==> config.mk <==
export PLATFORM = sky130hd
export DESIGN_NAME = sdu_port
export DESIGN_NICKNAME = d
export VERILOG_FILES = /design/src/verilog/sdu_bit_sampler.sv /design/src/verilog/sdu_port.sv
export SDC_FILE = /design/constraint.sdc
export NUM_CORES = 1
export LEC_CHECK = 0
export BUFFER_PORTS_ARGS = -buffer_cell sky130_fd_sc_hd__buf_4
export CAP_MARGIN = 15
export CORE_UTILIZATION = 41
export DETAILED_ROUTE_END_ITERATION = 10
export GPL_TIMING_DRIVEN = 0
export SETUP_SLACK_MARGIN = 0.02
export SYNTH_ARGS = -nofsm -noshare
export SYNTH_HDL_FRONTEND = slang
export SYNTH_SLANG_ARGS = --single-unit
==> constraint.sdc <==
create_clock -name clk_in -period 7.65 [get_ports clk_in]
set_input_delay 0.765 -clock clk_in [delete_from_list [all_inputs] [get_ports clk_in]]
set_output_delay 0.765 -clock clk_in [all_outputs]
set_load 0.02 [all_outputs]
==> src/verilog/sdu_bit_sampler.sv <==
// shared constants and types of the debug port, plus the per-bit majority sampler
package sdu_pkg;
    // ----------------------------------------------------------------------
    // line framing and sampling
    // ----------------------------------------------------------------------
    localparam int SAMPLES_PER_BIT = 16;
    localparam int PHASE_W         = 4;
    localparam int VOTE_A          = 6;    // sample 7, counted from one
    localparam int VOTE_B          = 7;    // sample 8
    localparam int VOTE_C          = 8;    // sample 9
    localparam int FRAME_BITS      = 12;   // start, 8 data, parity, 2 stop
    localparam int BIT_IDX_W       = 4;
    localparam int SYNC_FALLS      = 4;    // falls after the start edge of 0x55
    localparam int SYNC_BITS       = 8;    // start edge to last fall
    localparam int FRAC_STEP       = SAMPLES_PER_BIT * SYNC_BITS;
    localparam int SYNC_TAIL_TICKS = 40;   // from last fall into first stop
    localparam int SYNC_TAIL_W     = 6;
    // ----------------------------------------------------------------------
    // instruction fields
    // ----------------------------------------------------------------------
    typedef enum logic [2:0] {
        OP_DIRECT_LOAD, OP_INDIRECT_LOAD, OP_DIRECT_STORE, OP_INDIRECT_STORE,
        OP_CTRL_STATUS_LOAD, OP_REPEAT, OP_CTRL_STATUS_STORE, OP_KEY
    } sdu_opcode_t;
    typedef enum logic [1:0] {SZ_BYTE, SZ_WORD, SZ_RSV2, SZ_RSV3} sdu_size_t;
    typedef enum logic [1:0] {PTR_DEREF, PTR_DEREF_INC, PTR_SELF, PTR_RSV} sdu_ptr_t;
    typedef enum logic [1:0] {KEY_64, KEY_128, KEY_RSV2, KEY_RSV3} sdu_key_size_t;
    localparam logic [3:0] CS_LAST_DIRECT  = 4'h3;
    localparam logic [3:0] CS_ACCESS_LAYER = 4'h4;
    localparam logic [3:0] CS_RESERVED     = 4'hf;
    localparam logic [7:0] KEY_BYTES_64    = 8'h08;
    localparam logic [7:0] KEY_BYTES_128   = 8'h10;
    typedef struct packed {
        sdu_opcode_t   opcode;
        sdu_size_t     size_a;
        sdu_ptr_t      ptr;
        sdu_size_t     size_b;
        logic [3:0]    cs_addr;
        logic          cs_access_layer;
        sdu_key_size_t key_size;
        logic [7:0]    key_bytes;
        logic          sib_send;
        logic          reserved;
    } sdu_instr_t;
    // ----------------------------------------------------------------------
    // debug clock select
    // ----------------------------------------------------------------------
    localparam logic [1:0] CLKSEL_16MHZ = 2'h1;
    localparam logic [1:0] CLKSEL_8MHZ  = 2'h2;
    localparam logic [1:0] CLKSEL_4MHZ  = 2'h3;
    localparam logic [1:0] CLKSEL_RESET = CLKSEL_4MHZ;
    localparam logic [7:0] MHZ_16       = 8'h10;
    localparam logic [7:0] MHZ_8        = 8'h08;
    localparam logic [7:0] MHZ_4        = 8'h04;
endpackage : sdu_pkg

`timescale 1ns/100ps
module sdu_bit_sampler
    import sdu_pkg::*;
(
    input  wire logic clk_in,
    input  wire logic rst_in,
    input  wire logic restart_in,
    input  wire logic tick_in,
    input  wire logic line_in,
    output logic      bit_out,
    output logic      done_out
);
    logic [PHASE_W-1:0] phase_r;
    logic [2:0]         vote_r;

    // ----------------------------------------------------------------------
    // sixteen samples per bit, vote on the middle three
    // ----------------------------------------------------------------------
    always_ff @(posedge clk_in or posedge rst_in) begin
        if (rst_in) begin
            phase_r  <= 4'h0;
            vote_r   <= 3'h0;
            bit_out  <= 1'b1;
            done_out <= 1'b0;
        end else begin
            done_out <= 1'b0;
            if (restart_in) begin
                phase_r <= 4'h0;
            end else if (tick_in) begin
                phase_r <= phase_r + 4'h1;
                if (phase_r == PHASE_W'(VOTE_A)) vote_r[0] <= line_in;
                if (phase_r == PHASE_W'(VOTE_B)) vote_r[1] <= line_in;
                if (phase_r == PHASE_W'(VOTE_C)) vote_r[2] <= line_in;
                // decide right after the third vote, so the next start edge is not missed
                if (phase_r == PHASE_W'(VOTE_C + 1)) begin
                    bit_out  <= (vote_r[0] & vote_r[1]) | (vote_r[0] & vote_r[2])
                              | (vote_r[1] & vote_r[2]);
                    done_out <= 1'b1;
                end
            end
        end
    end
endmodule : sdu_bit_sampler

==> src/verilog/sdu_port.sv <==
// one-wire debug port: auto-baud receive, majority sampling, transmit, decode
`timescale 1ns/100ps
module sdu_port
    import sdu_pkg::*;
#(
    parameter int          PER_W     = 24,
    parameter logic [31:0] BREAK_CYC = 32'd20000000
)(
    input  wire logic       clk_in,
    input  wire logic       rst_in,
    input  wire logic       line_in,
    output logic            line_out,
    output logic            line_oe_n_out,
    input  wire logic       clk_sel_wr_in,
    input  wire logic [1:0] clk_sel_in,
    input  wire logic       resync_in,
    input  wire logic       tx_valid_in,
    input  wire logic [7:0] tx_data_in,
    output logic            tx_ready_out,
    output logic            rx_valid_out,
    output logic [7:0]      rx_data_out,
    output logic            rx_error_out,
    output logic            instr_valid_out,
    output sdu_instr_t      instr_out,
    output logic            sib_req_out,
    output logic            baud_locked_out,
    output logic [PER_W-1:0] baud_period_out,
    output logic [1:0]      debug_clock_select_out,
    output logic [7:0]      debug_clock_mhz_out,
    output logic            break_out
);
    typedef enum {ST_SYNC, ST_SYNC_MEAS, ST_SYNC_TAIL, ST_IDLE, ST_RX, ST_TX} sdu_state_t;

    sdu_state_t               state_r;
    logic [2:0]               sync_r;
    logic                     line_f_r;
    logic [PER_W-1:0]         meas_r, period_r, acc_r;
    logic [2:0]               falls_r;
    logic [SYNC_TAIL_W-1:0]   tail_r;
    logic [31:0]              low_r;
    logic [BIT_IDX_W-1:0]     bit_idx_r;
    logic [PHASE_W-1:0]       tx_ph_r;
    logic [FRAME_BITS-1:0]    rx_sh_r, tx_sh_r, frame;
    logic                     instr_pend_r, resync_r;
    logic                     agree, fall, tick, brk_hit, restart, s_bit, s_done;
    logic [PER_W:0]           acc_sum;

    // ----------------------------------------------------------------------
    // pin synchroniser: a change counts once stages two and three agree
    // ----------------------------------------------------------------------
    always_ff @(posedge clk_in or posedge rst_in) begin
        if (rst_in) begin
            sync_r   <= 3'h7;
            line_f_r <= 1'b1;
        end else begin
            sync_r <= {sync_r[1:0], line_in};
            if (agree) line_f_r <= sync_r[2];
        end
    end
    assign agree = (sync_r[1] == sync_r[2]);
    assign fall  = agree && line_f_r && !sync_r[2];

    // ----------------------------------------------------------------------
    // fractional sample tick: 128 sixteenth-bits per measured 8-bit span
    // ----------------------------------------------------------------------
    assign acc_sum = {1'b0, acc_r} + (PER_W+1)'(FRAC_STEP);
    assign tick    = baud_locked_out && (acc_sum >= {1'b0, period_r});
    assign restart = (state_r == ST_IDLE) && (fall || (tx_valid_in && tx_ready_out));

    always_ff @(posedge clk_in or posedge rst_in) begin
        if (rst_in) begin
            acc_r <= '0;
        end else if (brk_hit || restart) begin
            acc_r <= '0;
        end else if (tick) begin
            acc_r <= PER_W'(acc_sum - {1'b0, period_r});
        end else if (baud_locked_out) begin
            acc_r <= PER_W'(acc_sum);
        end
    end

    // ----------------------------------------------------------------------
    // break: line low longer than a whole frame (12 bits = 1.5 sync spans)
    // ----------------------------------------------------------------------
    always_ff @(posedge clk_in or posedge rst_in) begin
        if (rst_in) low_r <= '0;
        else if (line_f_r || brk_hit) low_r <= '0;
        else low_r <= low_r + 32'h1;
    end
    // own frames hold the line low for ten bits at most, so no self-break
    assign brk_hit = !line_f_r && (baud_locked_out
                   ? (low_r >= 32'(period_r) + 32'(period_r >> 1))
                   : (low_r >= BREAK_CYC));

    sdu_bit_sampler u_sampler (
        .clk_in     (clk_in),
        .rst_in     (rst_in),
        .restart_in (restart || brk_hit),
        .tick_in    (tick && state_r == ST_RX),
        .line_in    (line_f_r),
        .bit_out    (s_bit),
        .done_out   (s_done)
    );
    assign frame = {s_bit, rx_sh_r[FRAME_BITS-1:1]};

    // ----------------------------------------------------------------------
    // main sequence: sync measure, receive, transmit
    // ----------------------------------------------------------------------
    always_ff @(posedge clk_in or posedge rst_in) begin
        if (rst_in) begin
            state_r         <= ST_SYNC;
            meas_r          <= '0;
            period_r        <= '0;
            falls_r         <= 3'h0;
            tail_r          <= '0;
            baud_locked_out <= 1'b0;
            bit_idx_r       <= '0;
            tx_ph_r         <= '0;
            rx_sh_r         <= '1;
            tx_sh_r         <= '1;
        end else if (brk_hit) begin
            state_r         <= ST_SYNC;
            baud_locked_out <= 1'b0;
        end else begin
            unique case (state_r)
                ST_SYNC: if (fall) begin
                    meas_r  <= '0;
                    falls_r <= 3'h0;
                    state_r <= ST_SYNC_MEAS;
                end
                ST_SYNC_MEAS: begin
                    meas_r <= meas_r + PER_W'(1);
                    if (&meas_r) begin
                        state_r <= ST_SYNC;
                    end else if (fall) begin
                        falls_r <= falls_r + 3'h1;
                        if (falls_r == 3'(SYNC_FALLS - 1)) begin
                            period_r <= meas_r + PER_W'(1);
                            if (meas_r + PER_W'(1) < PER_W'(FRAC_STEP)) begin
                                state_r <= ST_SYNC;   // too fast to divide
                            end else begin
                                baud_locked_out <= 1'b1;
                                tail_r          <= '0;
                                state_r         <= ST_SYNC_TAIL;
                            end
                        end
                    end
                end
                ST_SYNC_TAIL: if (tick) begin
                    tail_r <= tail_r + SYNC_TAIL_W'(1);
                    if (tail_r == SYNC_TAIL_W'(SYNC_TAIL_TICKS - 1)) state_r <= ST_IDLE;
                end
                ST_IDLE: begin
                    bit_idx_r <= '0;
                    tx_ph_r   <= '0;
                    if (fall) begin
                        state_r <= ST_RX;
                    end else if (resync_r) begin
                        state_r <= ST_SYNC;
                    end else if (tx_valid_in && tx_ready_out) begin
                        tx_sh_r <= {2'b11, ^tx_data_in, tx_data_in, 1'b0};
                        state_r <= ST_TX;
                    end
                end
                ST_RX: if (s_done) begin
                    rx_sh_r   <= frame;
                    bit_idx_r <= bit_idx_r + BIT_IDX_W'(1);
                    if (bit_idx_r == BIT_IDX_W'(FRAME_BITS - 1)) state_r <= ST_IDLE;
                end
                ST_TX: if (tick) begin
                    tx_ph_r <= tx_ph_r + PHASE_W'(1);
                    if (tx_ph_r == PHASE_W'(SAMPLES_PER_BIT - 1)) begin
                        tx_sh_r   <= {1'b1, tx_sh_r[FRAME_BITS-1:1]};
                        bit_idx_r <= bit_idx_r + BIT_IDX_W'(1);
                        if (bit_idx_r == BIT_IDX_W'(FRAME_BITS - 1)) state_r <= ST_IDLE;
                    end
                end
            endcase
        end
    end

    // ----------------------------------------------------------------------
    // line driver and transmit handshake
    // ----------------------------------------------------------------------
    always_ff @(posedge clk_in or posedge rst_in) begin
        if (rst_in) begin
            line_out      <= 1'b1;
            line_oe_n_out <= 1'b1;
            tx_ready_out  <= 1'b0;
            break_out     <= 1'b0;
        end else begin
            line_out      <= (state_r == ST_TX) ? tx_sh_r[0] : 1'b1;
            line_oe_n_out <= !(state_r == ST_TX) || brk_hit;
            tx_ready_out  <= (state_r == ST_IDLE) && !fall && !resync_r
                          && !(tx_valid_in && tx_ready_out) && !brk_hit;
            break_out     <= brk_hit;
        end
    end

    // ----------------------------------------------------------------------
    // received byte, frame check, instruction decode
    // ----------------------------------------------------------------------
    function automatic sdu_instr_t decode(input logic [7:0] b);
        sdu_instr_t d;
        d.opcode          = sdu_opcode_t'(b[7:5]);
        d.size_a          = sdu_size_t'(b[3:2]);
        d.ptr             = sdu_ptr_t'(b[3:2]);
        d.size_b          = sdu_size_t'(b[1:0]);
        d.cs_addr         = b[3:0];
        d.cs_access_layer = (b[3:0] == CS_ACCESS_LAYER);
        d.key_size        = sdu_key_size_t'(b[1:0]);
        d.key_bytes       = (b[1:0] == 2'(KEY_128)) ? KEY_BYTES_128 : KEY_BYTES_64;
        d.sib_send        = b[2];
        unique case (d.opcode)
            OP_DIRECT_LOAD, OP_DIRECT_STORE:
                d.reserved = d.size_a[1] || d.size_b[1];
            OP_INDIRECT_LOAD, OP_INDIRECT_STORE:
                d.reserved = (d.ptr == PTR_RSV) || d.size_b[1];
            OP_REPEAT:
                d.reserved = d.size_b[1];
            OP_CTRL_STATUS_LOAD, OP_CTRL_STATUS_STORE:
                d.reserved = (b[3:0] > CS_ACCESS_LAYER) || (b[3:0] == CS_RESERVED);
            OP_KEY:
                d.reserved = d.key_size[1];
        endcase
        return d;
    endfunction : decode

    always_ff @(posedge clk_in or posedge rst_in) begin
        if (rst_in) begin
            rx_valid_out    <= 1'b0;
            rx_data_out     <= 8'h00;
            rx_error_out    <= 1'b0;
            instr_valid_out <= 1'b0;
            instr_out       <= '0;
            sib_req_out     <= 1'b0;
            instr_pend_r    <= 1'b0;
            resync_r        <= 1'b0;
        end else if (brk_hit) begin
            rx_valid_out    <= 1'b0;
            instr_valid_out <= 1'b0;
            sib_req_out     <= 1'b0;
            instr_pend_r    <= 1'b0;
            resync_r        <= 1'b0;
        end else begin
            rx_valid_out    <= 1'b0;
            instr_valid_out <= 1'b0;
            sib_req_out     <= 1'b0;
            // a new sync is needed once the caller says the instruction is done
            if (resync_in) resync_r <= 1'b1;
            else if (state_r == ST_SYNC) resync_r <= 1'b0;
            if (state_r == ST_SYNC_TAIL) instr_pend_r <= 1'b1;
            if (state_r == ST_RX && s_done && bit_idx_r == BIT_IDX_W'(FRAME_BITS - 1)) begin
                rx_valid_out <= 1'b1;
                rx_data_out  <= frame[8:1];
                rx_error_out <= frame[0] || (^frame[9:1]) || !(&frame[11:10]);
                if (instr_pend_r) begin
                    instr_pend_r    <= 1'b0;
                    instr_valid_out <= 1'b1;
                    instr_out       <= decode(frame[8:1]);
                    sib_req_out     <= (frame[8:6] == 3'(OP_KEY)) && frame[3];
                end
            end
        end
    end

    // ----------------------------------------------------------------------
    // debug clock select; reserved code 0 is ignored on write
    // ----------------------------------------------------------------------
    always_ff @(posedge clk_in or posedge rst_in) begin
        if (rst_in) begin
            debug_clock_select_out <= CLKSEL_RESET;
            debug_clock_mhz_out    <= MHZ_4;
            baud_period_out        <= '0;
        end else begin
            baud_period_out <= period_r;
            if (brk_hit) begin
                debug_clock_select_out <= CLKSEL_RESET;
                debug_clock_mhz_out    <= MHZ_4;
            end else if (clk_sel_wr_in && clk_sel_in != 2'h0) begin
                debug_clock_select_out <= clk_sel_in;
                debug_clock_mhz_out    <= (clk_sel_in == CLKSEL_16MHZ) ? MHZ_16 :
                                          (clk_sel_in == CLKSEL_8MHZ)  ? MHZ_8 : MHZ_4;
            end
        end
    end
endmodule : sdu_port

==> metrics.md, run 1 <==
| Metric | Value |
|---|---|
| Status | finished clean |
| Met3 Use GR | 2.327% |
| Syn avg cell area | 9.090 um2 |
| Slew at the pin closest to its max-slew limit | 0.7808 ns |
| Unrepaired setup endpoints after global routing | false |
| DRC violations left | 0 |
| Setup violations, final | 0 |
| Clock latency on the worst-skew pair | 0.54 ns |
| CTS sink cnt | 217 |
| Setup TNS | 0 ns |
| Ranking of synthesized cells by area | dfrtp_1 (35%), ha_1 (9.0%), dfstp_2 (6.2%), xnor2_1 (4.6%), nor2_1 (4.5%) |
| CP endpoint kind | flop |
| Fmax | 159.4 MHz |
| Placer congestion estimate | 0.8569 |
| Min Tclk post-route | 6.275 ns |
| Placed Cells | 1957 |
| Critical Path Max Stage Delay | 0.58 ns |
| CTS Hold Bufs | 0 |
| Global-route wire length before repair | 53.99 mm |
| Fraction of layout instances using a drive strength above 1 | 14.53% |
| Ports | 93 |
| CTS tree | yes |
| Relative slew margins | 47.39% |
| Period utilization | 82.02% |
| Fin util | 48.59% |
| Cts repair resizes | 0 |
| Worst vdd ir | 0.0001479 V |
| Ant diodes | 0 |
| Class of the worst hold path | in -> reg |
| Rows | 65 |
| Area post-placement | 14450 um2 |
| Clock power frac | 51.4% |
| Crit path arrival time | 6.71 ns |
| Fraction of registers with async set/reset | 100.0% |
| Area growth syn-to-layout | 16.07% |
| Final ANT Viol Nets | 0 |
| Yosys top cell area share | 35.14% |
| Post-DP HPWL | 24.19 mm |
| Initial Utilization | 41.86% |
| Critical Path RT | 8.09 ns |
| Kind of critical path | reg -> reg |
| Yosys warns | 0 |
| Gr usage total | 20.13% |
| Psw | 576.0 uW |
| Clock-pin slew on the worst setup and hold paths | 0.06 ns |
| Pwr/cell area | 169.2 nW/um2 |
| Die area | 33030 um2 |
| Largest net degree at the start of global routing | 113 |
| Drt pass-1 iters | 7 |
| Die width | 181.7 um |
| Comb power frac | 3.8% |
| Initial DRC Count | 573 |
| Non-filler instance count after layout | 2006 |
| Via count | 10.72k |
| Final Hold Fails | 0 |
| Port Buf Inserts | 81 |
| Slew Limit Fails | 0 |
| Met1 Use GR | 28.13% |
| Die H | 181.7 um |
| Layout Nets | 1697 |
| Max Cap Viol | 0 |
| Area leader, netlist | dfrtp_1 |
| Setup Buffers After CTS | 0 |
| Grt peak-use layer | met2 |
| Flops & latches, synth | 217 |
| Initial antenna violation count | 0 |
| CP max stage cell | a21oi_2 |
| Sequential Power Share | 44.8% |
| Switch share | 22.15% |
| Final Total Pwr | 2.600 mW |
| Synth unique cells | 79 |
| Cell count after synthesis | 1457 |
| Worst Skew | 0.01285 ns |
| Vias in the first global route | 10.34k |
| Total CTS buffers | 27 |
| Met2 Use GR | 33.40% |
| Crit Path Max Fanout | 10 |
| H-tree Lvls | 1 |
| LEAKAGE | 7.017 nW |
| Via density | 5.344 |
| Register area share after synthesis | 41.29% |
| Max Buffers Root-to-Sink | 3 |
| Clk root buf | clkbuf_16 |
| Core box area | 31640 um2 |
| EDFF count, synth | 0 |
| WL final | 32.79 mm |
| Total global routing overflow | 0 |
| Area of the mapped netlist | 13240 um2 |
| WL/cell | 16.35 um |
| Cell chain of the critical path | ha_1 > inv_1 > fa_1 > nor2b_1 > o31a_1 > o221a_2 > o41ai_2 > o211ai_1 > a31oi_1 > nand3b_1 > a311oi_1 > a21oi_1 > ha_1 > and3_1 > a22oi_1 > o211a_1 > nor3_1 > a21oi_2 > clkinv_1 > a21oi_1 > o21ai_1 > clkbuf_1 > nand2_1 > o21ai_0 |
| Top_reg_cell synth | dfrtp_1 |
| Final instance area | 15370 um2 |
| Int Pwr | 2.024 mW |
| Startpoint Class | flop |
-- registers in the layout, summed over array words and instances, names as in the netlist, 4 cells and up --
signal             count
u_sampler.phase_r      4
tx_sh_r               10
instr_out             11
low_r                 32
acc_r                 24
tx_ph_r                4
period_r              24
rx_data_out            8
tail_r                 6
bit_idx_r              4
baud_period_out       24
rx_sh_r               11
meas_r                24
-- Yosys cell counts, drive strengths merged (4+ instances only) --
cell type	n
ha	95
mux2i	15
nand3	54
and2	11
xor2	41
nor2b	9
dfstp	31
nor2	158
xnor2	69
nand4	22
a21o	20
nand3b	4
inv	59
o31ai	23
or4	5
o21bai	6
o211ai	14
mux2	20
a31oi	13
nand2	158
nor4	8
dfrtp	186
nor3b	4
and3	19
nand2b	10
or2	8
nor3	25
buf	36
a21oi	98
o21a	12
a211oi	20
o21ai	108
clkbuf	36
or3	8
-- power groups by stage --
stage	logic, mW	clock network [mW]	registers (mW)
after floorplan	0.0621	0	1.18
after global placement	0.0983	0	1.18
after detailed placement	0.102	0	1.18
after CTS	0.102	1.37	1.16
after global routing	0.111	1.42	1.16
final	0.0993	1.34	1.16
-- final timing paths --
check                      slack, ns                    start                            end  cells past startpoint
setup reg to reg                1.38  period_r[0]$_DFFE_PP0P_         tx_sh_r[5]$_DFFE_PP1P_                     24
setup / recovery                1.38  period_r[0]$_DFFE_PP0P_         tx_sh_r[5]$_DFFE_PP1P_                     24
hold reg to reg                 0.35      sync_r[0]$_DFF_PP1_            sync_r[1]$_DFF_PP1_                      0
max in group asynchronous       6.27                   rst_in          meas_r[6]$_DFFE_PP0P_                      3
min in group asynchronous       0.38                   rst_in  baud_period_out[21]$_DFF_PP0_                      2
hold / removal                  0.34                  line_in            sync_r[0]$_DFF_PP1_                      1
-- critical path: cells and delay by family (launching register included) --
family | cells | cell delay [ns]
buffers and inverters | 3 | 0.85
adder cells (fa/ha/maj) | 3 | 0.93
AND/OR/NAND/NOR | 5 | 0.78
AO/OA/AOI/OAI | 13 | 3.11
flip-flops | 1 | 0.48
-- layout by cell type (no fill, tap or decap), types with 27 or more instances in the layout --
cell type / count
a21oi_1: 96
dfrtp_1: 186
clkbuf_1: 46
dfstp_2: 31
buf_4: 101
ha_1: 95
xnor2_1: 69
nand3_1: 53
inv_1: 58
clkbuf_16: 27
nor2_1: 158
nand2_1: 157
o21ai_0: 106
xor2_1: 41
-- area by class of cell --
cell class | instances | area, um2
multi-input combinational | 1123 | 7246
timing repair buffer | 82 | 635.6
buffer | 72 | 360.3
clock inverter | 10 | 181.4
fill | 3025 | 16260
sequential | 217 | 5469
tap | 402 | 503.0
clock buffer | 39 | 740.7
inverter | 61 | 236.5
-- logic make-up after synthesis --
logic type | Yosys count | synth area share, %
mux | 35 | 2.834
other cells | 1 | 0.02831
fa+ha+maj | 98 | 9.353
flops | 217 | 41.29
compound gates | 353 | 16.71
xor+xnor | 110 | 7.274
simple gates | 510 | 18.05
buf+inv | 133 | 4.450
-- layer usage --
metal / routed length, um / share of wire [%]
met4: 503 / 1.5
met3: 1408 / 4.3
met2: 15270 / 47
met5: 0 / 0
met1: 15610 / 48
-- per-stage QoR --
| stage | hold slack [ns] | setup WS, ns |
|---|---|---|
| 2_1_floorplan | 0.3452 | 1.000 |
| 3_3_place_gp | 0.3465 | -1.703 |
| 3_5_place_dp | 0.3501 | 1.383 |
| 4_1_cts | 0.3124 | 1.361 |
| 5_1_grt | 0.3114 | 0.8635 |
| 6_report | 0.3361 | 1.375 |
Power figures use the tool's default switching activity.
==> inputs of run 2 (changes only) <==
Settings changed: ABC_AREA from default to 1.
Clock period 7.65 ns to 5.65 ns, I/O delays scaled along.
==> metrics.md, run 2 <==
| Metric | Value |
|---|---|
| Fraction of registers with async set/reset | 100.0% |
| Clock latency on the worst-skew pair | 0.54 ns |
| Class of the worst hold path | in -> reg |
| Area post-placement | 15360 um2 |
| Total CTS buffers | 27 |
| Relative slew margins | 35.78% |
| Max Buffers Root-to-Sink | 3 |
| Yosys warns | 0 |
| Initial antenna violation count | 0 |
| Core box area | 33620 um2 |
| Crit Path Max Fanout | 10 |
| Cell count after synthesis | 1843 |
| Area leader, netlist | dfrtp_1 |
| Die width | 187 um |
| Clk root buf | clkbuf_16 |
| Global-route wire length before repair | 58.95 mm |
| Slew at the pin closest to its max-slew limit | 0.9559 ns |
| Slew Limit Fails | 0 |
| WL/cell | 14.48 um |
| Via density | 5.020 |
| Ant diodes | 0 |
| Status | finished clean |
| Area growth syn-to-layout | 15.77% |
| Fmax | 231.4 MHz |
| Fraction of layout instances using a drive strength above 1 | 13.39% |
| Setup Buffers After CTS | 0 |
| Fin util | 48.33% |
| Initial Utilization | 41.74% |
| Die H | 187 um |
| Register area share after synthesis | 38.97% |
| Post-DP HPWL | 27.63 mm |
| Ports | 93 |
| Critical Path RT | 6.08 ns |
| Crit path arrival time | 4.75 ns |
| Setup violations, final | 0 |
| Via count | 12.26k |
| Placer congestion estimate | 0.9315 |
| Port Buf Inserts | 81 |
| Most common cell after layout, fill and taps aside | nand2_1 |
| Kind of critical path | reg -> reg |
| Clock-pin slew on the worst setup and hold paths | 0.06 ns |
| Unrepaired setup endpoints after global routing | false |
| Top-count cell post-synth | nand2_1 |
| CTS sink cnt | 217 |
| Gr usage total | 20.41% |
| Yosys top cell area share | 33.17% |
| Pwr/cell area | 218.0 nW/um2 |
| WHS | 0.1347 ns |
| Worst Skew | 0.01457 ns |
| Total global routing overflow | 0 |
| LEAKAGE | 7.942 nW |
| Most frequent cells in the layout | nand2_1 (489), inv_1 (218), dfrtp_1 (186) |
| Cts repair resizes | 0 |
| Syn avg cell area | 7.614 um2 |
| Period utilization | 76.49% |
| Vias in the first global route | 12.13k |
| Top_reg_cell synth | dfrtp_1 |
| Final ANT Viol Nets | 0 |
| Final instance area | 16250 um2 |
| Ranking of synthesized cells by area | dfrtp_1 (33%), nand2_1 (13%), ha_1 (8.5%), inv_1 (5.9%), dfstp_2 (5.8%) |
| Drt pass-1 iters | 5 |
| Layout Nets | 2087 |
| Area of the mapped netlist | 14030 um2 |
| Max reg flops | 32 |
| CP endpoint kind | flop |
| Rows | 67 |
| DRC violations left | 0 |
| Max Cap Viol | 0 |
| EDFF count, synth | 0 |
| Min Tclk post-route | 4.322 ns |
| CTS Hold Bufs | 0 |
| Synth top cells by count | nand2_1 (489), inv_1 (219), dfrtp_1 (186), nor2_1 (161), o21ai_0 (128) |
| CTS tree | yes |
| Biggest register | low_r |
| Startpoint Class | flop |
| Die area | 34970 um2 |
| Synth unique cells | 58 |
| Largest net degree at the start of global routing | 43 |
| Final Hold Fails | 0 |
| WL final | 35.36 mm |
| Initial DRC Count | 614 |
| Worst vdd ir | 0.0002142 V |
| Setup TNS | 0 ns |
| Flops & latches, synth | 217 |
| H-tree Lvls | 1 |
-- run 2: critical path, cell delays in order (launching register included) --
cell,delay (ns)
dfrtp_1,0.47
ha_1,0.41
nand2_1,0.10
inv_1,0.04
nor3_1,0.27
nand3_1,0.19
a21oi_1,0.30
o21ai_0,0.19
nand2_1,0.09
nand2_1,0.08
xnor2_1,0.14
ha_1,0.27
nand2_1,0.04
nor2_1,0.14
nand4_1,0.11
nor3_1,0.19
nand2_1,0.10
nand4_2,0.16
nand3_4,0.18
nand2_4,0.21
inv_4,0.09
buf_2,0.20
o21ai_0,0.24
-- run 2: layout make-up --
cell class | count | area (um2)
fillers | 3331 | 17370
multi-input cells | 1364 | 7447
flip-flops and latches | 217 | 5469
inverters | 230 | 870.8
clock buffers | 41 | 829.5
repair buffers | 86 | 708.2
well taps | 448 | 560.5
plain buffers | 48 | 309.0
clock inverters | 8 | 51.30
-- run 2: final timing paths --
path                                    startpoint                                 end  slack [ns]  depth (start not counted)
max                        period_r[9]$_DFFE_PP0P_              meas_r[17]$_DFFE_PP0P_        1.33                         22
min                                        line_in                 sync_r[0]$_DFF_PP1_        0.13                          1
max reg2reg                period_r[9]$_DFFE_PP0P_              meas_r[17]$_DFFE_PP0P_        1.33                         22
min reg2reg                    sync_r[0]$_DFF_PP1_                 sync_r[1]$_DFF_PP1_        0.36                          0
max in group asynchronous                   rst_in  debug_clock_mhz_out[2]$_DFFE_PP1P_        4.24                          5
min in group asynchronous                   rst_in                 low_r[24]$_DFF_PP0_        0.15                          2
-- run 2: cell families after synthesis --
group / after synthesis / share of synthesized area (%)
adder cells (fa/ha/maj): 99 / 8.899
XOR/XNOR: 75 / 4.681
buffers and inverters: 278 / 8.382
AND/OR/NAND/NOR: 894 / 28.09
flip-flops: 217 / 38.97
other: 1 / 0.02672
AO/OA/AOI/OAI: 279 / 10.95
-- run 2: through the flow --
stage | instances | setup slack [ns] | total power, mW
floorplan | 1859 | 2.127 | 1.799
global placement | 2388 | 0.8649 | 1.872
finish | 2442 | 1.328 | 3.541
CTS | 2442 | 1.281 | 3.590
detailed placement | 2393 | 1.293 | 1.883
global route | 2442 | 0.7759 | 3.677
-- run 2: power by group --
group	internal [mW]	total (mW)	switching, mW
registers	1.58	1.60	0.0173
logic	0.0784	0.258	0.179
clock network	1.01	1.69	0.678
total	2.67	3.54	0.875
-- run 2: metal layers --
metal	track usage [%]	up-vias	share of wire, %
met3	2.045	59	2.9
met4	6.242	0	2.8
met1	27.85	5760	48
met2	34.13	194	46
met5	0	-	0
li1	-	6245	-
